<file path="src/design/flash_boot_pkg.sv">
// Shared constants, types and register map for the flash overlay and boot control block
`default_nettype none

package flash_boot_pkg;

  // ----------------------------------------------------------------
  // Register map
  // ----------------------------------------------------------------
  localparam logic [3:0]  OVL_CTRL_OFFSET    = 4'h0;
  localparam logic [3:0]  BOOT_STATUS_OFFSET = 4'h1;
  localparam logic [3:0]  BIT_PERIOD_OFFSET  = 4'h2;
  localparam logic [15:0] OVL_CTRL_RESET     = 16'h0000;
  localparam logic [15:0] OVL_CTRL_RW_MASK   = 16'h0007;
  localparam int          EMU_SEL_BIT        = 2;
  localparam int          AREA_HI_BIT        = 1;
  localparam int          AREA_LO_BIT        = 0;

  // ----------------------------------------------------------------
  // Address map of the overlay
  // ----------------------------------------------------------------
  localparam logic [23:0] FLASH_OVL_BASE = 24'h01f000;
  localparam logic [23:0] OVL_RAM_BASE   = 24'hffe800;
  localparam logic [23:0] TRANSFER_BASE  = 24'hfff000;
  localparam int          OVL_BLOCK_BITS = 10;

  // ----------------------------------------------------------------
  // Mode pin encodings
  // ----------------------------------------------------------------
  localparam logic [1:0] PLL_X1      = 2'h0;
  localparam logic [1:0] PLL_X2      = 2'h1;
  localparam logic [1:0] PLL_X4      = 2'h2;
  localparam logic [1:0] PLL_INVALID = 2'h3;

  // ----------------------------------------------------------------
  // Serial boot link
  // ----------------------------------------------------------------
  localparam logic [7:0] ADJUST_END_BYTE = 8'h00;
  localparam logic [7:0] SYNC_BYTE       = 8'h00;
  localparam logic [7:0] ACK_BYTE        = 8'h55;
  localparam int         DATA_BITS       = 8;
  localparam logic [3:0] FRAME_LAST      = 4'h9;
  localparam int         MEAS_W          = 19;
  localparam logic [5:0] DIV9_MUL        = 6'h39;
  localparam int         DIV9_SHIFT      = 9;

  typedef enum logic [3:0] {
    ST_OFF, ST_WAIT_IDLE, ST_MEASURE, ST_SEND_END, ST_WAIT_TX, ST_WAIT_ACK,
    ST_LEN_HI, ST_LEN_LO, ST_LOAD, ST_BRANCH, ST_RUN, ST_FAIL
  } boot_state_e;

  typedef struct packed {
    logic [3:0]  addr;
    logic [15:0] wdata;
    logic        wr;
    logic        rd;
  } reg_req_s;

  typedef struct packed {
    logic        valid;
    logic [23:0] addr;
    logic [7:0]  data;
  } ram_wr_s;

  typedef struct packed {
    logic [6:0] zero;
    logic       flash_pe_allowed;
    logic       link_error;
    logic       load_done;
    logic       adjust_done;
    logic [1:0] pll_mult;
    logic       single_chip;
    logic       boot_mode;
    logic       onboard;
  } boot_status_s;

endpackage : flash_boot_pkg

`default_nettype wire

</file>
<file path="src/design/serial_link.sv">
// Asynchronous 8N1 serial transmitter and receiver with a programmable bit period
`default_nettype none

module serial_link (
  input  wire logic        clk,
  input  wire logic        reset_n,
  input  wire logic        enable,
  input  wire logic [15:0] bit_period,
  input  wire logic        rx_pin,
  input  wire logic        tx_start,
  input  wire logic [7:0]  tx_data,
  output var  logic        tx_pin,
  output var  logic        tx_busy,
  output var  logic        rx_valid,
  output var  logic [7:0]  rx_data,
  output var  logic        rx_error
);
  import flash_boot_pkg::*;

  logic        rx_prev;
  logic        rx_active;
  logic [15:0] rx_cnt;
  logic [3:0]  rx_idx;
  logic [15:0] tx_cnt;
  logic [3:0]  tx_idx;
  logic [9:0]  tx_shift;

  // ----------------------------------------------------------------
  // Decode
  // ----------------------------------------------------------------
  wire rx_fall    = enable & rx_prev & ~rx_pin & ~rx_active;
  wire rx_tick    = rx_active & (rx_cnt == 16'h0000);
  wire rx_is_stop = rx_idx == FRAME_LAST;
  wire tx_tick    = tx_busy & (tx_cnt == 16'h0000);
  wire tx_is_last = tx_idx == FRAME_LAST;

  // ----------------------------------------------------------------
  // Receiver
  // ----------------------------------------------------------------
  // Sampling at mid-bit tolerates the residual rate error of the measured period
  // 8 data, 1 stop
  always_ff @(posedge clk or negedge reset_n) begin
    if (!reset_n) begin
      rx_prev   <= 1'b1;
      rx_active <= 1'b0;
      rx_cnt    <= 16'h0000;
      rx_idx    <= 4'h0;
      rx_data   <= 8'h00;
      rx_valid  <= 1'b0;
      rx_error  <= 1'b0;
    end else begin
      rx_prev  <= rx_pin;
      rx_valid <= 1'b0;
      rx_error <= 1'b0;
      if (rx_fall) begin
        rx_active <= 1'b1;
        rx_cnt    <= {1'b0, bit_period[15:1]};
        rx_idx    <= 4'h0;
      end else if (rx_tick) begin
        rx_cnt <= bit_period - 16'h0001;
        rx_idx <= rx_idx + 4'h1;
        if (rx_idx == 4'h0 && rx_pin) begin
          rx_active <= 1'b0;
        end else if (rx_is_stop) begin
          rx_active <= 1'b0;
          rx_valid  <= rx_pin;
          rx_error  <= ~rx_pin;
        end else if (rx_idx != 4'h0) begin
          rx_data <= {rx_pin, rx_data[7:1]};
        end
      end else if (rx_active) begin
        rx_cnt <= rx_cnt - 16'h0001;
      end
    end
  end

  // ----------------------------------------------------------------
  // Transmitter
  // ----------------------------------------------------------------
  // start, 8 data LSB first, stop
  always_ff @(posedge clk or negedge reset_n) begin
    if (!reset_n) begin
      tx_pin   <= 1'b1;
      tx_busy  <= 1'b0;
      tx_cnt   <= 16'h0000;
      tx_idx   <= 4'h0;
      tx_shift <= 10'h3ff;
    end else if (tx_start && !tx_busy) begin
      tx_busy  <= 1'b1;
      tx_pin   <= 1'b0;
      tx_shift <= {1'b1, 1'b1, tx_data};
      tx_cnt   <= bit_period - 16'h0001;
      tx_idx   <= 4'h0;
    end else if (tx_tick) begin
      tx_cnt <= bit_period - 16'h0001;
      tx_idx <= tx_idx + 4'h1;
      if (tx_is_last) begin
        tx_busy <= 1'b0;
        tx_pin  <= 1'b1;
      end else begin
        tx_pin   <= tx_shift[0];
        tx_shift <= {1'b1, tx_shift[9:1]};
      end
    end else if (tx_busy) begin
      tx_cnt <= tx_cnt - 16'h0001;
    end
  end

endmodule : serial_link

`default_nettype wire

</file>
<file path="src/design/flash_boot_ctrl.sv">
// Flash RAM overlay register, on-board programming mode decode and serial boot loader
//
// Decided for this implementation: the address-and-strobe port and the register offsets.
`default_nettype none

module flash_boot_ctrl (
  input  wire logic                       clk,
  input  wire logic                       reset_n,
  input  wire flash_boot_pkg::reg_req_s   bus_req,
  output var  logic [15:0]                rd_data,
  input  wire logic                       hw_standby,
  input  wire logic                       flash_write_enable_pin,
  input  wire logic                       mode_pin_3,
  input  wire logic                       mode_pin_2,
  input  wire logic                       mode_pin_1,
  input  wire logic                       mode_pin_0,
  input  wire logic [23:0]                cpu_addr,
  output var  logic [23:0]                mapped_addr,
  output var  logic                       overlay_hit,
  output var  logic                       flash_pe_allowed,
  output var  logic                       onboard_prog_state,
  output var  logic                       boot_mode,
  output var  logic                       single_chip_mode,
  output var  logic [1:0]                 pll_mult,
  input  wire logic                       serial_rx,
  output var  logic                       serial_tx,
  output var  flash_boot_pkg::ram_wr_s    ram_wr,
  output var  logic                       branch_valid,
  output var  logic [23:0]                branch_addr
);
  import flash_boot_pkg::*;

  // ----------------------------------------------------------------
  // State
  // ----------------------------------------------------------------
  logic [15:0]        flash_overlay_control;
  logic               mode_captured;
  boot_state_e        state;
  boot_state_e        next_state;
  logic [MEAS_W-1:0]  low_cnt;
  logic [15:0]        bit_period;
  logic [15:0]        load_len;
  logic [15:0]        load_idx;
  logic               adjust_done;

  logic               link_tx_busy;
  logic               link_rx_valid;
  logic [7:0]         link_rx_data;
  logic               link_rx_error;

  // ----------------------------------------------------------------
  // Register decode
  // ----------------------------------------------------------------
  wire sel_ovl    = bus_req.addr == OVL_CTRL_OFFSET;
  wire sel_status = bus_req.addr == BOOT_STATUS_OFFSET;
  wire sel_period = bus_req.addr == BIT_PERIOD_OFFSET;
  wire ovl_write  = bus_req.wr & sel_ovl;

  wire emulation_select    = flash_overlay_control[EMU_SEL_BIT];
  wire overlay_area_sel_hi = flash_overlay_control[AREA_HI_BIT];
  wire overlay_area_sel_lo = flash_overlay_control[AREA_LO_BIT];

  boot_status_s status_word;
  assign status_word.zero             = 7'h00;
  assign status_word.flash_pe_allowed = flash_pe_allowed;
  assign status_word.link_error       = state == ST_FAIL;
  assign status_word.load_done        = state == ST_RUN;
  assign status_word.adjust_done      = adjust_done;
  assign status_word.pll_mult         = pll_mult;
  assign status_word.single_chip      = single_chip_mode;
  assign status_word.boot_mode        = boot_mode;
  assign status_word.onboard          = onboard_prog_state;

  // Unmapped offsets read as zero
  wire [15:0] next_rd_data = !bus_req.rd ? 16'h0000 :
                             sel_ovl     ? flash_overlay_control :
                             sel_status  ? status_word :
                             sel_period  ? bit_period : 16'h0000;

  // ----------------------------------------------------------------
  // Overlay decode
  // ----------------------------------------------------------------
  // block select by area bits
  wire in_top_blocks = cpu_addr[23:12] == FLASH_OVL_BASE[23:12];
  wire area_match    = cpu_addr[11:OVL_BLOCK_BITS] == {overlay_area_sel_hi, overlay_area_sel_lo};
  wire next_hit      = emulation_select & in_top_blocks & area_match;
  // same offset inside the overlay RAM
  wire [23:0] next_mapped = next_hit ?
                            {OVL_RAM_BASE[23:OVL_BLOCK_BITS], cpu_addr[OVL_BLOCK_BITS-1:0]} :
                            cpu_addr;
  wire next_pe_allowed = flash_write_enable_pin & ~emulation_select;

  // ----------------------------------------------------------------
  // Mode pin decode
  // ----------------------------------------------------------------
  // pin meanings
  wire [1:0] pin_mult     = {mode_pin_3, mode_pin_2};
  wire       pin_onboard  = flash_write_enable_pin & (pin_mult != PLL_INVALID);
  wire       pin_boot     = ~mode_pin_1;
  wire       pin_single   = mode_pin_0;
  wire       boot_enabled = onboard_prog_state & boot_mode;

  // ----------------------------------------------------------------
  // Boot sequence decode
  // ----------------------------------------------------------------
  wire [MEAS_W+5:0] scaled_low  = low_cnt * DIV9_MUL;
  wire [15:0]       next_period = scaled_low[DIV9_SHIFT+15:DIV9_SHIFT];
  wire              low_full    = &low_cnt;
  wire              link_enable = adjust_done;
  wire              rx_byte     = link_rx_valid;
  wire              last_byte   = load_idx == load_len - 16'h0001;
  wire              receiving   = state == ST_WAIT_ACK || state == ST_LEN_HI ||
                                  state == ST_LEN_LO || state == ST_LOAD;

  always_comb begin
    next_state = state;
    case (state)
      ST_OFF: begin
        // only the boot setting starts the loader
        if (mode_captured && boot_enabled) begin
          next_state = ST_WAIT_IDLE;
        end
      end
      ST_WAIT_IDLE: begin
        if (serial_rx) begin
          next_state = ST_MEASURE;
        end
      end
      ST_MEASURE: begin
        // low run ends at the rising edge
        if (serial_rx && low_cnt != '0) begin
          next_state = ST_SEND_END;
        end
      end
      ST_SEND_END: begin
        next_state = ST_WAIT_TX;
      end
      ST_WAIT_TX: begin
        if (!link_tx_busy) begin
          next_state = ST_WAIT_ACK;
        end
      end
      ST_WAIT_ACK: begin
        // trailing sync bytes are skipped, anything else fails
        if (rx_byte && link_rx_data == ACK_BYTE) begin
          next_state = ST_LEN_HI;
        end else if (rx_byte && link_rx_data != SYNC_BYTE) begin
          next_state = ST_FAIL;
        end
      end
      ST_LEN_HI: begin
        if (rx_byte) begin
          next_state = ST_LEN_LO;
        end
      end
      ST_LEN_LO: begin
        if (rx_byte) begin
          next_state = ({load_len[15:8], link_rx_data} == 16'h0000) ? ST_BRANCH : ST_LOAD;
        end
      end
      ST_LOAD: begin
        if (rx_byte && last_byte) begin
          next_state = ST_BRANCH;
        end
      end
      ST_BRANCH: begin
        next_state = ST_RUN;
      end
      ST_RUN: begin
        next_state = ST_RUN;
      end
      ST_FAIL: begin
        next_state = ST_FAIL;
      end
      default: begin
        next_state = ST_OFF;
      end
    endcase
    if (receiving && link_rx_error) begin
      next_state = ST_FAIL;
    end
  end

  // ----------------------------------------------------------------
  // Overlay control register
  // ----------------------------------------------------------------
  // Software standby needs no term: only reset, hardware standby and a register write change it
  always_ff @(posedge clk or negedge reset_n) begin
    if (!reset_n) begin
      flash_overlay_control <= OVL_CTRL_RESET;
    end else if (hw_standby) begin
      flash_overlay_control <= OVL_CTRL_RESET;
    end else if (ovl_write) begin
      flash_overlay_control <= bus_req.wdata & OVL_CTRL_RW_MASK;
    end
  end

  always_ff @(posedge clk or negedge reset_n) begin
    if (!reset_n) begin
      rd_data <= 16'h0000;
    end else begin
      rd_data <= next_rd_data;
    end
  end

  // ----------------------------------------------------------------
  // Overlay address path
  // ----------------------------------------------------------------
  // Registered so the remap adds one cycle; hence software keeps one access of slack
  // access right after a write may see old mapping
  always_ff @(posedge clk or negedge reset_n) begin
    if (!reset_n) begin
      mapped_addr      <= 24'h000000;
      overlay_hit      <= 1'b0;
      flash_pe_allowed <= 1'b0;
    end else begin
      mapped_addr      <= next_mapped;
      overlay_hit      <= next_hit;
      flash_pe_allowed <= next_pe_allowed;
    end
  end

  // ----------------------------------------------------------------
  // Mode capture
  // ----------------------------------------------------------------
  // Pins are caught on the first edge after reset release, never by the reset itself
  // reset-start latches the programming state
  always_ff @(posedge clk or negedge reset_n) begin
    if (!reset_n) begin
      mode_captured      <= 1'b0;
      onboard_prog_state <= 1'b0;
      boot_mode          <= 1'b0;
      single_chip_mode   <= 1'b0;
      pll_mult           <= PLL_X1;
    end else if (!mode_captured) begin
      mode_captured      <= 1'b1;
      onboard_prog_state <= pin_onboard;
      boot_mode          <= pin_boot;
      single_chip_mode   <= pin_single;
      pll_mult           <= pin_mult;
    end
  end

  // ----------------------------------------------------------------
  // Boot sequencer
  // ----------------------------------------------------------------
  always_ff @(posedge clk or negedge reset_n) begin
    if (!reset_n) begin
      state <= ST_OFF;
    end else begin
      state <= next_state;
    end
  end

  // low period of start plus eight zero bits
  always_ff @(posedge clk or negedge reset_n) begin
    if (!reset_n) begin
      low_cnt <= '0;
    end else if (state == ST_MEASURE && !serial_rx && !low_full) begin
      low_cnt <= low_cnt + 1'b1;
    end
  end

  // bit time is the low run over nine
  always_ff @(posedge clk or negedge reset_n) begin
    if (!reset_n) begin
      bit_period  <= 16'h0000;
      adjust_done <= 1'b0;
    end else if (state == ST_MEASURE && next_state == ST_SEND_END) begin
      bit_period  <= next_period;
      adjust_done <= 1'b1;
    end
  end

  // length then code bytes into transfer RAM
  always_ff @(posedge clk or negedge reset_n) begin
    if (!reset_n) begin
      load_len <= 16'h0000;
      load_idx <= 16'h0000;
      ram_wr   <= '0;
    end else begin
      ram_wr.valid <= 1'b0;
      if (rx_byte && state == ST_LEN_HI) begin
        load_len[15:8] <= link_rx_data;
      end
      if (rx_byte && state == ST_LEN_LO) begin
        load_len[7:0] <= link_rx_data;
        load_idx      <= 16'h0000;
      end
      if (rx_byte && state == ST_LOAD) begin
        ram_wr.valid <= 1'b1;
        ram_wr.addr  <= TRANSFER_BASE + {8'h00, load_idx};
        ram_wr.data  <= link_rx_data;
        load_idx     <= load_idx + 16'h0001;
      end
    end
  end

  always_ff @(posedge clk or negedge reset_n) begin
    if (!reset_n) begin
      branch_valid <= 1'b0;
      branch_addr  <= 24'h000000;
    end else begin
      branch_valid <= state == ST_BRANCH;
      if (state == ST_BRANCH) begin
        branch_addr <= TRANSFER_BASE;
      end
    end
  end

  // ----------------------------------------------------------------
  // Serial channel
  // ----------------------------------------------------------------
  // one adjustment-end byte
  serial_link u_serial_link (
    .clk        (clk),
    .reset_n    (reset_n),
    .enable     (link_enable),
    .bit_period (bit_period),
    .rx_pin     (serial_rx),
    .tx_start   (state == ST_SEND_END),
    .tx_data    (ADJUST_END_BYTE),
    .tx_pin     (serial_tx),
    .tx_busy    (link_tx_busy),
    .rx_valid   (link_rx_valid),
    .rx_data    (link_rx_data),
    .rx_error   (link_rx_error)
  );

endmodule : flash_boot_ctrl

`default_nettype wire

</file>
<file path="config.mk">
export PLATFORM = sky130hd
export DESIGN_NAME = flash_boot_ctrl
export DESIGN_NICKNAME = d
export VERILOG_FILES = /design/src/design/flash_boot_pkg.sv /design/src/design/serial_link.sv /design/src/design/flash_boot_ctrl.sv
export SDC_FILE = /design/constraint.sdc
export NUM_CORES = 1
export LEC_CHECK = 0
export BUFFER_PORTS_ARGS = -buffer_cell sky130_fd_sc_hd__clkbuf_2
export CORE_MARGIN = 4
export CORE_UTILIZATION = 45
export DETAILED_ROUTE_END_ITERATION = 8
export HOLD_SLACK_MARGIN = 0.06
export PLACE_DENSITY_LB_ADDON = 0.12
export SKIP_CTS_REPAIR_TIMING = 1
export SLEW_MARGIN = 25
export SYNTH_ARGS = -nofsm -noshare
export SYNTH_HDL_FRONTEND = slang
export SYNTH_SLANG_ARGS = --single-unit
</file>
<file path="constraint.sdc">
create_clock -name clk -period 5.6 [get_ports clk]
set_clock_uncertainty 0.05 [all_clocks]
set_input_delay 0.84 -clock clk [delete_from_list [all_inputs] [get_ports clk]]
set_output_delay 0.84 -clock clk [all_outputs]
set_load 0.005 [all_outputs]
</file>
==> metrics.cfg <==
[floorplan]
die_w_um=176
dieArea_mm2=0.0310
row_count=61
die_h_um=176
io-pin-count=161
core-area_mm2=0.0279
start_util=0.456

[worst_setup_path]
path_delay_family=adder cells
path_buf_inv=0
worstPathCellList=fa_1 > fa_1 > ha_1 > ha_1 > a21oi_1 > o211ai_1 > a221o_1 > a31o_2 > or4b_1 > nand3_1
slowest_delay_ps=620
crit_path_top_delay_cell=dfrtp_1
crit_path_max_fanout=8
crit_type=register to register
worstPathRequired_ps=6000
critPathCaptureType=register
arrival_ps=4390
cp-start-kind=register

[cts]
cts_sinks=214
path_clk_slew_ps=60
cts_buffer_depth=3
h-tree-depth=1
clkLatencyLatePin_ps=520
clockRootBuffer=clkbuf_16
tritoncts=built
numCtsBuffers=25

[timing]
rsz0062_at_grt=no
fin_ws_ps=1600
worst_slew_pin_slew_ps=927
fin_setup_tns_ps=0
final_hold_viol_count=0
max_freq_mhz=250
hold_ws_ps=256
period_share=0.713
slew_viol_final=0
fin_crit_ps=4000
setup_viol_count_final=0
maxSlewHeadroom=0.376

[global_route]
grt_start_max_net_pins=116
overflow=0
grt_pass1_vias=9129
antenna_found_initial=1
grt_use_total=0.181
grt_pass1_wl_um=47000

[drt]
vias_per_cell=5.31
drt-initial-drc-count=443
drt_wl_total_um=28400
first_pass_iters=5
vias=9497
avgRoutedWirePerCell_um=15.9
route.detailed.drc=0
postRouteAntennaNets=0

[logic_synthesis]
synth_compound_area_frac=0.114
ys.flop_type=dfrtp_1
synth.distinct_cells=76
synth_area_mm2=0.0127
synth_top_family_by_area=simple AND/OR/NAND/NOR gates
yosysWarnings=0
synth_most_common_cell=dfrtp_1
synth-async-reset-ratio=1.00
avgSynthCellArea_um2=9.84
yosys.area_share.simple=0.187
yosys.area.top_type_share=0.402
synth-seq-cells=214
ys_top_cells_by_count=204 x dfrtp_1, 185 x nand2_1, 84 x ha_1, 72 x nor2_1, 66 x o21ai_0
synthCells=1292
synth_top_area_cell=dfrtp_1
ys_seq_area_frac=0.422
synth_xor_xnor_area_share=0.0544
synth_edf_count=0
synth_fa_ha_area_frac=0.133
synthMuxAreaShare=0.0400
synthTopCellsByArea=dfrtp_1 40%, ha_1 8.3%, nand2_1 5.5%, fa_1 5.0%, xnor2_1 3.9%

[place]
gp_congestion=0.843
dp_hpwl_um=20400
dp_slack_ps=1640
dpl_cell_area_mm2=0.0136
dp.cells=1741
place.port_buffers=135

[finish]
fin_util=0.519
final_cell_area_mm2=0.0145
diodes=0
layout.nets=1561
seq_area_mm2=0.00537
fin_cells=1787
fillers=2598
drive_gt1_frac=0.172
multi_input_area_mm2=0.00680
area_growth_pct=13.8

[pwr]
powerDensity_mw_per_mm2=232
vdd_ir_drop_max_uv=199
total_power_mw=3.36
power_leakage_nw=6.90

[run_status]
status=completed

[worst_hold_path]
hold_class=input pin to asynchronous set/reset pin

[flow_run]
maxCapViolCount=0

==> worst reg2reg max path, cell delays in order, from the launching register on <==
cell and delay (ps):
dfrtp_1 620, fa_1 520, fa_1 470, ha_1 310
ha_1 360, a21oi_1 220, o211ai_1 190, a221o_1 380
a31o_2 240, or4b_1 470, nand3_1 90
==> cell type report <==
cell class,instances,share of cell area
multi-input combinational,955,0.470
inverter,51,0.0132
tap,378,0.0327
clock buffer,34,0.0497
timing repair buffer,143,0.0524
clock inverter,12,0.0105
sequential,214,0.371
==> sequential cells by signal (all words and copies together), names as in the netlist, 16 cells and up <==
name	cells
load_len	16
rd_data	16
load_idx	16
bit_period	16
u_serial_link.rx_cnt	16
u_serial_link.tx_cnt	16
mapped_addr	24
low_cnt	19
ram_wr	27
==> layer usage <==
metal	vias to the layer above	routed length (um)	track usage
met1	4565	12800	0.248
met4	2	582	0.0442
li1	4685	-	-
met3	43	1270	0.0263
met5	-	7	0
met2	202	13700	0.303
==> cells in the final DEF (no fill, tap or decap), drive strengths merged, types with 11 or more instances in the layout <==
cell / netlist / final
dfrtp: 204 / 204
nor3: 26 / 26
xor2: 23 / 23
xnor2: 56 / 56
or2: 12 / 12
a22oi: 11 / 11
mux2i: 17 / 17
clkbuf: 45 / 168
inv: 50 / 52
fa: 32 / 32
o21ai: 75 / 75
ha: 84 / 84
nand2: 185 / 185
a21o: 11 / 11
nand4: 16 / 16
nor2: 72 / 72
nor4: 21 / 21
conb: 2 / 13
a21oi: 37 / 37
nor3b: 12 / 12
mux2: 30 / 30
nand3: 53 / 53
==> final timing paths <==
check,slack (ps),end,start,depth (start not counted)
worst min register to register,400,u_serial_link.tx_shift[6],u_serial_link.tx_shift[6],2
worst max register to register,1600,bit_period[14],low_cnt[11],10
min in group clk,370,mapped_addr[1],cpu_addr[1],1
max in group asynchronous,4050,mapped_addr[16],reset_n,2
worst min-delay path,260,mapped_addr[2],reset_n,1
worst max-delay path,1600,bit_period[14],low_cnt[11],10
==> kinds of logic (layout without fill, tap and decap cells) <==
| family | Yosys count | in the layout |
|---|---|---|
| AOI/OAI and AO/OA | 223 | 223 |
| DFF | 214 | 214 |
| muxes | 47 | 47 |
| other | 2 | 13 |
| adders and majority gates | 116 | 116 |
| buffers and inverters | 134 | 240 |
| and+or+nand+nor | 477 | 477 |
| xor gates and xnor gates | 79 | 79 |
==> power breakdown <==
group	internal, mW	total [mW]	switching [mW]
logic	0.0310	0.0865	0.0555
registers	1.56	1.57	0.00942
clock network	1.04	1.70	0.660
total	2.63	3.36	0.725
Power figures use the tool's default switching activity.
